==> src/attach_probe_pkg.sv <==
// Purpose: shared constants and types for the attach probe and timer status registers
// Assumes: 40 MHz core clock, AXI4-Lite register access with 32-bit data
// Notes: byte address of a register is four times its index
package attach_probe_pkg;

  localparam int unsigned CLK_MHZ = 40;
  localparam int unsigned ADDR_W = 8;

  // register indices and byte addresses
  localparam logic [7:0] IDX_PROBE_CONTROL = 8'h20;
  localparam logic [7:0] IDX_PROBE_COUNT = 8'h21;
  localparam logic [7:0] IDX_TIMER_STATUS = 8'h22;
  localparam logic [7:0] IDX_IRQ_STATUS = 8'h23;
  localparam logic [7:0] IDX_IRQ_MASK = 8'h24;
  localparam logic [7:0] ADDR_PROBE_CONTROL = 8'(IDX_PROBE_CONTROL * 4);
  localparam logic [7:0] ADDR_PROBE_COUNT = 8'(IDX_PROBE_COUNT * 4);
  localparam logic [7:0] ADDR_TIMER_STATUS = 8'(IDX_TIMER_STATUS * 4);
  localparam logic [7:0] ADDR_IRQ_STATUS = 8'(IDX_IRQ_STATUS * 4);
  localparam logic [7:0] ADDR_IRQ_MASK = 8'(IDX_IRQ_MASK * 4);

  // probe control fields
  localparam int unsigned CTL_SINK = 7;
  localparam int unsigned CTL_START = 6;
  localparam int unsigned CTL_SENSE = 5;
  localparam int unsigned CTL_RATE = 4;
  localparam int unsigned CTL_RESAMPLE = 3;
  localparam int unsigned CTL_REF_CMP = 2;
  localparam int unsigned CTL_HIGH = 1;
  localparam int unsigned CTL_LOW = 0;

  // timer and thermal fields
  localparam int unsigned TS_OVER_TEMP = 7;
  localparam int unsigned TS_FOLDBACK = 6;
  localparam int unsigned TS_CHARGER = 5;
  localparam int unsigned TS_REGULATOR = 4;
  localparam int unsigned TS_NO_BATTERY = 3;
  localparam int unsigned TS_LONG_EXPIRED = 2;
  localparam int unsigned TS_LONG_DISABLE = 1;
  localparam int unsigned TS_WD_DISABLE = 0;

  // interrupt status and mask fields
  localparam int unsigned IRQ_W = 6;
  localparam int unsigned IRQ_PROBE_DONE = 0;
  localparam int unsigned IRQ_PROBE_ERROR = 1;
  localparam int unsigned IRQ_RESAMPLE = 2;
  localparam int unsigned IRQ_SENSE = 3;
  localparam int unsigned IRQ_LONG_TIMER = 4;
  localparam int unsigned IRQ_WATCHDOG = 5;

  // reset values and the counter limit
  localparam logic [7:0] RST_COUNT = 8'h00;
  localparam logic [IRQ_W-1:0] RST_IRQ_MASK = 6'h00;
  localparam logic [7:0] COUNT_MAX = 8'hff;

  // times in their own units and derived cycle counts
  localparam int unsigned TICK_FAST_US = 40;
  localparam int unsigned TICK_SLOW_US = 80;
  localparam int unsigned RESAMPLE_US = 1000;
  localparam longint unsigned LONG_TIMER_S = 1800;
  localparam longint unsigned WATCHDOG_S = 32;
  localparam logic [11:0] TICK_FAST_CYCLES = 12'(TICK_FAST_US * CLK_MHZ);
  localparam logic [11:0] TICK_SLOW_CYCLES = 12'(TICK_SLOW_US * CLK_MHZ);
  localparam int unsigned RESAMPLE_CYCLES = RESAMPLE_US * CLK_MHZ;
  localparam longint unsigned LONG_TIMER_CYCLES = LONG_TIMER_S * CLK_MHZ * 64'd1000000;
  localparam longint unsigned WATCHDOG_CYCLES = WATCHDOG_S * CLK_MHZ * 64'd1000000;

  // axi responses
  localparam logic [1:0] RESP_OKAY = 2'b00;
  localparam logic [1:0] RESP_SLVERR = 2'b10;

  typedef enum logic [1:0] {
    PROBE_IDLE = 2'b01,
    PROBE_RUN = 2'b10
  } probe_state_t;

  typedef struct packed {
    logic bus_sink_on;
    logic bus_ref_compare;
    logic bus_above_high_thresh;
    logic bus_above_low_thresh;
  } bus_compare_t;

  typedef struct packed {
    logic over_temp_flag;
    logic foldback_temp_flag;
    logic charger_on_status;
    logic regulator_on_status;
  } charger_status_t;

endpackage : attach_probe_pkg

==> src/attach_probe_timer_status_regs.sv <==
// Purpose: attach probe control, probe counter and timer/thermal status registers
// Assumes: analog comparator and charger status inputs are synchronous to aclk
// Notes: long counts are parameters so a simulation can shorten them
//
// How it works
// - a written one on the probe start bit begins the probe and the bit drops itself when done.
// - sense select low gives the 100 mV low threshold with sense interrupt off, high gives 400 mV with it on.
// - rate select picks a 40 us counter step when low and 80 us when high.
// - a written one on the re-sample bit wakes the device for about 1 ms and refreshes the comparator bits.
// - the return to sleep after a re-sample raises an interrupt event.
// - the current sink bit reads one while the bus current sink is on.
// - during a probe with the current source on the 8-bit counter steps by one every 40 us by default.
// - the counter stops on a rising 700 mV comparator (probe done) or at 255 (probe error).
// - a host read of the counter returns the count and then clears it.
// - the no-battery flag reads one once a no-battery test has completed.
// - the long timer flag reads one once the thirty-minute timer has run out.
// - both of those flags clear while the bus supply is disconnected, except in a cycle that sets them.
// - the long timer disable bit keeps the thirty-minute timer from ever expiring.
// - the watchdog disable bit keeps the thirty-two-second timer from ever expiring.
// - the over-temperature bit mirrors the die comparator above 135 C.
// - two read-only bits show whether the charger is enabled and the regulator is on.
`timescale 1ns/1ps
`default_nettype none
module attach_probe_timer_status_regs #(
  parameter int unsigned RESAMPLE_CYCLES = attach_probe_pkg::RESAMPLE_CYCLES,
  parameter longint unsigned LONG_TIMER_CYCLES = attach_probe_pkg::LONG_TIMER_CYCLES,
  parameter longint unsigned WATCHDOG_CYCLES = attach_probe_pkg::WATCHDOG_CYCLES
) (
  input wire logic aclk,
  input wire logic aresetn,
  input wire logic [7:0] s_axi_awaddr,
  input wire logic s_axi_awvalid,
  output logic s_axi_awready,
  input wire logic [31:0] s_axi_wdata,
  input wire logic [3:0] s_axi_wstrb,
  input wire logic s_axi_wvalid,
  output logic s_axi_wready,
  output logic [1:0] s_axi_bresp,
  output logic s_axi_bvalid,
  input wire logic s_axi_bready,
  input wire logic [7:0] s_axi_araddr,
  input wire logic s_axi_arvalid,
  output logic s_axi_arready,
  output logic [31:0] s_axi_rdata,
  output logic [1:0] s_axi_rresp,
  output logic s_axi_rvalid,
  input wire logic s_axi_rready,

  input wire attach_probe_pkg::bus_compare_t bus_compare,
  input wire attach_probe_pkg::charger_status_t charger_status,
  input wire logic bus_connected,
  input wire logic no_battery_test_complete,
  input wire logic long_timer_run,
  input wire logic watchdog_kick,

  // to the analog side, plus the watchdog and interrupt outputs
  output logic probe_source_on,
  output logic low_thresh_400mv,
  output logic resample_awake,
  output logic watchdog_expired,
  output logic irq
);

  // write channel bookkeeping
  logic aw_got;
  logic w_got;
  logic [7:0] aw_addr;
  logic [7:0] w_data;
  logic w_lane0;
  wire aw_fire = s_axi_awvalid & s_axi_awready;
  wire w_fire = s_axi_wvalid & s_axi_wready;
  wire wr_do = aw_got & w_got & ~s_axi_bvalid;
  wire wr_en = wr_do & w_lane0;
  wire wr_ctl = wr_en & (aw_addr == attach_probe_pkg::ADDR_PROBE_CONTROL);
  wire wr_ts = wr_en & (aw_addr == attach_probe_pkg::ADDR_TIMER_STATUS);
  wire wr_ist = wr_en & (aw_addr == attach_probe_pkg::ADDR_IRQ_STATUS);
  wire wr_msk = wr_en & (aw_addr == attach_probe_pkg::ADDR_IRQ_MASK);

  // unmapped: error answer
  wire wr_hit = (aw_addr == attach_probe_pkg::ADDR_PROBE_CONTROL) |
                (aw_addr == attach_probe_pkg::ADDR_PROBE_COUNT) |
                (aw_addr == attach_probe_pkg::ADDR_TIMER_STATUS) |
                (aw_addr == attach_probe_pkg::ADDR_IRQ_STATUS) |
                (aw_addr == attach_probe_pkg::ADDR_IRQ_MASK);

  // read channel decode
  wire ar_fire = s_axi_arvalid & s_axi_arready;
  wire rd_count = ar_fire & (s_axi_araddr == attach_probe_pkg::ADDR_PROBE_COUNT);

  // register state
  attach_probe_pkg::probe_state_t state;
  attach_probe_pkg::probe_state_t next_state;
  logic sense_select;
  logic probe_rate_select;
  logic long_timer_disable;
  logic watchdog_disable;

  logic [3:0] bus_snapshot;
  logic [7:0] probe_counter;
  logic [7:0] next_counter;
  logic [11:0] tick_cnt;
  logic high_prev;
  logic low_prev;
  logic [31:0] resample_cnt;
  logic [39:0] long_cnt;
  logic [39:0] wd_cnt;
  logic no_battery_test_done;
  logic long_timer_expired;
  logic [attach_probe_pkg::IRQ_W-1:0] irq_status;
  logic [attach_probe_pkg::IRQ_W-1:0] irq_mask;
  logic [attach_probe_pkg::IRQ_W-1:0] irq_events;
  logic [3:0] status_mirror;

  // probe sequencing
  wire probing = (state == attach_probe_pkg::PROBE_RUN);
  wire start_req = wr_ctl & w_data[attach_probe_pkg::CTL_START];
  wire [11:0] tick_len = probe_rate_select ? attach_probe_pkg::TICK_SLOW_CYCLES :
                         attach_probe_pkg::TICK_FAST_CYCLES;
  wire tick = probing & (tick_cnt == tick_len - 12'h001);

  wire high_rise = bus_compare.bus_above_high_thresh & ~high_prev;
  wire probe_done = probing & high_rise;
  // done wins over error
  wire probe_error = probing & ~high_rise & (probe_counter == attach_probe_pkg::COUNT_MAX);
  wire count_step = tick & ~probe_done & ~probe_error;

  // resample wake window
  wire resample_req = wr_ctl & w_data[attach_probe_pkg::CTL_RESAMPLE];
  wire resample_end = resample_awake & (resample_cnt == 32'(RESAMPLE_CYCLES - 1));
  wire sense_rise = sense_select & bus_compare.bus_above_low_thresh & ~low_prev;

  // supervisory timers
  wire long_end = long_timer_run & ~long_timer_disable & ~long_timer_expired &
                  (long_cnt == 40'(LONG_TIMER_CYCLES - 1));
  // writes with byte lane 0 strobed count as kicks
  wire wd_restart = watchdog_kick | wr_en;
  wire wd_end = ~watchdog_disable & ~wd_restart &
                (wd_cnt == 40'(WATCHDOG_CYCLES - 1));

  always_comb begin
    next_state = state;
    case (state)
      attach_probe_pkg::PROBE_IDLE: begin
        if (start_req) begin
          next_state = attach_probe_pkg::PROBE_RUN;
        end
      end
      attach_probe_pkg::PROBE_RUN: begin
        if (probe_done | probe_error) begin
          next_state = attach_probe_pkg::PROBE_IDLE;
        end
      end
      default: begin
        next_state = attach_probe_pkg::PROBE_IDLE;
      end
    endcase
  end

  // a read clear that meets a step leaves one, so that step is not lost
  always_comb begin
    next_counter = probe_counter;
    if (rd_count) begin
      next_counter = count_step ? 8'h01 : 8'h00;
    end else if (count_step) begin
      next_counter = probe_counter + 8'h01;
    end else if (start_req & ~probing) begin
      next_counter = attach_probe_pkg::RST_COUNT;
    end
  end

  assign irq_events[attach_probe_pkg::IRQ_PROBE_DONE] = probe_done;
  assign irq_events[attach_probe_pkg::IRQ_PROBE_ERROR] = probe_error;
  assign irq_events[attach_probe_pkg::IRQ_RESAMPLE] = resample_end;
  assign irq_events[attach_probe_pkg::IRQ_SENSE] = sense_rise;
  assign irq_events[attach_probe_pkg::IRQ_LONG_TIMER] = long_end;
  assign irq_events[attach_probe_pkg::IRQ_WATCHDOG] = wd_end;

  // set wins over a write-one clear
  wire [attach_probe_pkg::IRQ_W-1:0] next_irq_status =
    (irq_status & ~(wr_ist ? w_data[attach_probe_pkg::IRQ_W-1:0] : 6'h00)) | irq_events;

  always_ff @(posedge aclk) begin
    if (!aresetn) begin
      state <= attach_probe_pkg::PROBE_IDLE;
      probe_counter <= attach_probe_pkg::RST_COUNT;
      tick_cnt <= 12'h000;
      high_prev <= 1'b0;
      low_prev <= 1'b0;
      probe_source_on <= 1'b0;
    end else begin
      state <= next_state;
      probe_counter <= next_counter;
      tick_cnt <= (tick | ~probing) ? 12'h000 : tick_cnt + 12'h001;
      high_prev <= bus_compare.bus_above_high_thresh;
      low_prev <= bus_compare.bus_above_low_thresh;
      probe_source_on <= (next_state == attach_probe_pkg::PROBE_RUN);
    end
  end

  // control bits written by software; status and reserved bits take no write
  always_ff @(posedge aclk) begin
    if (!aresetn) begin
      sense_select <= 1'b0;
      probe_rate_select <= 1'b0;
      long_timer_disable <= 1'b0;
      watchdog_disable <= 1'b0;
      low_thresh_400mv <= 1'b0;
      irq_mask <= attach_probe_pkg::RST_IRQ_MASK;
    end else begin
      if (wr_ctl) begin
        sense_select <= w_data[attach_probe_pkg::CTL_SENSE];
        probe_rate_select <= w_data[attach_probe_pkg::CTL_RATE];
        low_thresh_400mv <= w_data[attach_probe_pkg::CTL_SENSE];
      end
      if (wr_ts) begin
        long_timer_disable <= w_data[attach_probe_pkg::TS_LONG_DISABLE];
        watchdog_disable <= w_data[attach_probe_pkg::TS_WD_DISABLE];
      end
      if (wr_msk) begin
        irq_mask <= w_data[attach_probe_pkg::IRQ_W-1:0];
      end
    end
  end

  // comparator bits only refresh while awake or probing, as the real part sleeps otherwise
  always_ff @(posedge aclk) begin
    if (!aresetn) begin
      resample_awake <= 1'b0;
      resample_cnt <= 32'h0000_0000;
      bus_snapshot <= 4'h0;
    end else begin
      if (resample_req & ~resample_awake) begin
        resample_awake <= 1'b1;
        resample_cnt <= 32'h0000_0000;
      end else if (resample_end) begin
        resample_awake <= 1'b0;
      end else if (resample_awake) begin
        resample_cnt <= resample_cnt + 32'h0000_0001;
      end
      if (resample_awake | probing) begin
        bus_snapshot <= {bus_compare.bus_sink_on, bus_compare.bus_ref_compare,
                         bus_compare.bus_above_high_thresh,
                         bus_compare.bus_above_low_thresh};
      end else begin
        bus_snapshot[3] <= bus_compare.bus_sink_on;
      end
    end
  end

  always_ff @(posedge aclk) begin
    if (!aresetn) begin
      long_cnt <= 40'h00_0000_0000;
      wd_cnt <= 40'h00_0000_0000;
      long_timer_expired <= 1'b0;
      no_battery_test_done <= 1'b0;
      watchdog_expired <= 1'b0;
      status_mirror <= 4'h0;
    end else begin
      if (!long_timer_run | long_end) begin
        long_cnt <= 40'h00_0000_0000;
      end else if (!long_timer_disable & !long_timer_expired) begin
        long_cnt <= long_cnt + 40'h00_0000_0001;
      end
      wd_cnt <= (wd_restart | wd_end | watchdog_disable) ? 40'h00_0000_0000 :
                wd_cnt + 40'h00_0000_0001;
      watchdog_expired <= wd_end;
      // a set in the same cycle as a disconnect still lands
      if (long_end) begin
        long_timer_expired <= 1'b1;
      end else if (!bus_connected) begin
        long_timer_expired <= 1'b0;
      end
      if (no_battery_test_complete) begin
        no_battery_test_done <= 1'b1;
      end else if (!bus_connected) begin
        no_battery_test_done <= 1'b0;
      end
      status_mirror <= {charger_status.over_temp_flag, charger_status.foldback_temp_flag,
                        charger_status.charger_on_status,
                        charger_status.regulator_on_status};
    end
  end

  always_ff @(posedge aclk) begin
    if (!aresetn) begin
      irq_status <= 6'h00;
      irq <= 1'b0;
    end else begin
      irq_status <= next_irq_status;
      irq <= |(next_irq_status & irq_mask);
    end
  end

  // read mux; reserved and write-only bits read zero
  wire [7:0] ctl_value = {bus_snapshot[3], probing, sense_select, probe_rate_select,
                          1'b0, bus_snapshot[2:0]};
  wire [7:0] ts_value = {status_mirror, no_battery_test_done, long_timer_expired,
                         long_timer_disable, watchdog_disable};

  wire rd_hit = (s_axi_araddr == attach_probe_pkg::ADDR_PROBE_CONTROL) |
                (s_axi_araddr == attach_probe_pkg::ADDR_PROBE_COUNT) |
                (s_axi_araddr == attach_probe_pkg::ADDR_TIMER_STATUS) |
                (s_axi_araddr == attach_probe_pkg::ADDR_IRQ_STATUS) |
                (s_axi_araddr == attach_probe_pkg::ADDR_IRQ_MASK);
  wire [7:0] rd_value =
    (s_axi_araddr == attach_probe_pkg::ADDR_PROBE_CONTROL) ? ctl_value :
    (s_axi_araddr == attach_probe_pkg::ADDR_PROBE_COUNT) ? probe_counter :
    (s_axi_araddr == attach_probe_pkg::ADDR_TIMER_STATUS) ? ts_value :
    (s_axi_araddr == attach_probe_pkg::ADDR_IRQ_STATUS) ? {2'b00, irq_status} :
    (s_axi_araddr == attach_probe_pkg::ADDR_IRQ_MASK) ? {2'b00, irq_mask} : 8'h00;

  // one write at a time; ready stays low until the response is taken
  always_ff @(posedge aclk) begin
    if (!aresetn) begin
      s_axi_awready <= 1'b1;
      s_axi_wready <= 1'b1;
      s_axi_bvalid <= 1'b0;
      s_axi_bresp <= attach_probe_pkg::RESP_OKAY;
      aw_got <= 1'b0;
      w_got <= 1'b0;
      aw_addr <= 8'h00;
      w_data <= 8'h00;
      w_lane0 <= 1'b0;
    end else begin
      if (aw_fire) begin
        aw_got <= 1'b1;
        aw_addr <= s_axi_awaddr;
        s_axi_awready <= 1'b0;
      end
      if (w_fire) begin
        w_got <= 1'b1;
        w_data <= s_axi_wdata[7:0];
        w_lane0 <= s_axi_wstrb[0];
        s_axi_wready <= 1'b0;
      end
      if (wr_do) begin
        aw_got <= 1'b0;
        w_got <= 1'b0;
        s_axi_bvalid <= 1'b1;
        s_axi_bresp <= wr_hit ? attach_probe_pkg::RESP_OKAY : attach_probe_pkg::RESP_SLVERR;
      end
      if (s_axi_bvalid & s_axi_bready) begin
        s_axi_bvalid <= 1'b0;
        s_axi_awready <= 1'b1;
        s_axi_wready <= 1'b1;
      end
    end
  end

  always_ff @(posedge aclk) begin
    if (!aresetn) begin
      s_axi_arready <= 1'b1;
      s_axi_rvalid <= 1'b0;
      s_axi_rdata <= 32'h0000_0000;
      s_axi_rresp <= attach_probe_pkg::RESP_OKAY;
    end else begin
      if (ar_fire) begin
        s_axi_arready <= 1'b0;
        s_axi_rvalid <= 1'b1;
        s_axi_rdata <= {24'h00_0000, rd_value};
        s_axi_rresp <= rd_hit ? attach_probe_pkg::RESP_OKAY : attach_probe_pkg::RESP_SLVERR;
      end else if (s_axi_rvalid & s_axi_rready) begin
        s_axi_rvalid <= 1'b0;
        s_axi_arready <= 1'b1;
      end
    end
  end

endmodule : attach_probe_timer_status_regs
`default_nettype wire

==> config.mk <==
export PLATFORM = sky130hd
export DESIGN_NAME = attach_probe_timer_status_regs
export DESIGN_NICKNAME = d
export VERILOG_FILES = /design/src/attach_probe_pkg.sv /design/src/attach_probe_timer_status_regs.sv
export SDC_FILE = /design/constraint.sdc
export NUM_CORES = 1
export LEC_CHECK = 0
export ABC_AREA = 1
export ABC_CLOCK_PERIOD_IN_PS = 4250
export BUFFER_PORTS_ARGS = -buffer_cell sky130_fd_sc_hd__buf_2
export CAP_MARGIN = 20
export CORE_UTILIZATION = 45
export DETAILED_ROUTE_END_ITERATION = 10
export PLACE_DENSITY = 0.63
export SETUP_SLACK_MARGIN = 0.2
export SYNTH_ARGS = -nofsm -noshare
export SYNTH_HDL_FRONTEND = slang
export SYNTH_SLANG_ARGS = --single-unit
==> constraint.sdc <==
create_clock -name aclk -period 4.25 [get_ports aclk]
set_input_delay 1.275 -clock aclk [delete_from_list [all_inputs] [get_ports aclk]]
set_output_delay 1.275 -clock aclk [all_outputs]
set_load 0.05 [all_outputs]
==> qor.yml <==
rows: 56
setup_viol: 0
drtIter0Drc: 578
cts_sinks: 199
synth_seq_cells: 199
synth-edff-count: 0
final.setup.tns_ns: 0
power_frac_seq_pct: 50.0
overflow: 0
p_leak_nw: 4.38
synthesis.area_sq_um: 10700
hpwl_um: 19500
post_drt_wl_per_cell_um: 13.0
cts_resized: 0
drc: 1
nets: 1714
rsz0062_at_grt: "false"
num_vias: 9811
cp_num_buf_inv: 3
final_util_pct: 50.4
diodes: 0
fmax_ghz: 0.408
finalCritPeriodShare_pct: 57.7
grt_pass1_vias: 9108
synth_area_per_cell_sq_um: 6.77
synthCells: 1584
swShare_pct: 25.2
synth_top_area_share_pct: 37.2
h-tree-depth: 4
internal_power_mw: 2.86
clk_pin_slew_ns: 0.07
ys_warn_count: 0
post-place-ws_ns: 1.38
antenna_found_initial: 0
viasPerCell: 4.99
final_max_slew_viol_count: 0
status: "finished, violations left"
gp_congestion: 0.878
area_delta_synth_final_pct: 10.0
portBuffers: 62
yosysTopAreaCell: "dfxtp_1"
grt_usage_pct: 22.2
fin_skew_ns: 0.0121
yosysUniqueCellTypes: 46
cts_tree: "built"
hold_class: "reg2reg"
crit_path_max_incr_delay_ns: 0.43
crit_path_cell_trace: "ha_1 -> nand2_1 -> nor2_2 -> nand3_1 -> nor2_1 -> a21oi_2 -> buf_4 -> inv_2 -> o21ai_0 -> inv_1 -> nor3_1"
core_sq_um: 23400
boundaryPins: 117
violations: "design-rule violations"
layout_commonest_cell: "nand2_1"
postCtsSetupRepairBufs: 0
path_max_fanout: 32
cp-end-kind: "flip-flop"
finalCriticalPeriod_ns: 2.45
cp_top_family: "buffers and inverters"
cts_hold_buf: 0
vdd_drop_max_uv: 234
clock_latency_ns: 0.44
crit_required_ns: 4.56
cpMaxStageDelayCell: "inv_2"
layout-drive-gt1-share_pct: 10.6
die_h_um: 156
synthArstFlopShare_pct: 0
die_w_um: 156
root_buffer: "clkbuf_16"
start_util_pct: 45.8
cts_buffers: 17
dp_cells: 1936
fp.dieArea_sq_um: 24400
clkPwrFrac_pct: 44.1
layout_common_cells: "nand2_1, nor2_1, dfxtp_1, inv_1, a21oi_1"
grt_pass1_wl_um: 43700
slew_headroom_pct: 45.0
routed_wl_um: 25600
p_comb_share_pct: 6.0
p_switching_uw: 966
final_cells: 1968
grt_max_degree: 41
max_cap_violations: 0
power_density_nw_per_um2: 324
worst_slew_pin_slew_ns: 0.824
startpoint_type: "flip-flop"
ant_nets: 0
synthTopCellsByArea: "dfxtp_1, nand2_1, nor2_1"
dr.pass1.iters: 8
crit_type: "reg2reg"
yosysSeqAreaShare_pct: 37.2
ys.flop_type: "dfxtp_1"
worstPathArrival_ns: 2.76
setup_ws_ns: 1.80
finalHoldViolCount: 0
clock_path_buffers: 2
==> cells in the mapped netlist, drive strengths merged (12+ instances only) <==
cell type  count
nand2        379
nor2         283
dfxtp        199
inv          166
nand3        113
a21oi        104
nor3          64
o21ai         53
xor2          51
buf           45
nand4         34
clkbuf        14
xnor2         12
==> power by group through the flow <==
stage / Combinational, mW / Clock (mW) / Sequential, mW
after floorplan: 0.168 / 0 / 1.98
after global placement: 0.227 / 0 / 1.96
after detailed placement: 0.229 / 0 / 1.96
after CTS: 0.229 / 1.72 / 1.91
after global routing: 0.252 / 1.80 / 1.92
final: 0.228 / 1.69 / 1.91
==> sequential cells by signal, summed over array words and instances, names as in the netlist, 2 cells and up <==
register,cells
wd_cnt,40
status_mirror,4
long_cnt,40
s_axi_rdata,8
aw_addr,8
w_data,7
probe_counter,8
tick_cnt,12
irq_status,6
resample_cnt,32
state,2
bus_snapshot,4
irq_mask,6
==> cells by family (layout without fill, tap and decap cells) <==
logic type                 Yosys count  in the layout  share of synthesized area (%)
other                                1             26                         0.0350
xor gates and xnor gates            63             63                           5.15
and+or+nand+nor                    911            911                           38.7
adders and majority gates            7              7                          0.817
DFF                                199            199                           37.2
AOI/OAI and AO/OA                  175            175                           8.73
buffers and inverters              228            268                           9.44
==> metal layers <==
layer,share of wire [%],routed length [um],track usage (%),vias up
met3,3.4,878,3.30,36
li1,-,-,-,5149
met1,48,12200,29.2,4456
met5,0,0,0,-
met4,2.2,554,7.80,0
met2,47,11900,36.8,170
==> cell type report <==
type	count	area [sq um]
repair buffers	67	348
clock buffers	19	453
fillers	2452	11600
flip-flops and latches	199	3980
clock inverters	13	156
multi-input cells	1182	5820
inverters	169	634
well taps	319	399
==> path summary, 6_finish.rpt <==
kind,start,end,slack (ns),cells after the start
worst max-delay path,resample_cnt[0],resample_cnt[8],1.80,11
worst min-delay path,tick_cnt[0],tick_cnt[0],0.45,1
worst max register to register,resample_cnt[0],resample_cnt[8],1.80,11
worst min register to register,tick_cnt[0],tick_cnt[0],0.45,1
==> metrics by stage <==
step                      cell area, sq um  power (mW)  hold slack [ns]
final                                11800        3.83            0.451
after global routing                 11800        3.97            0.474
after floorplan                      10800        2.14            0.418
after detailed placement             11200        2.18            0.439
after global placement               11200        2.18            0.432
after CTS                            11800        3.86            0.457
(Power assumes the default switching activity.)
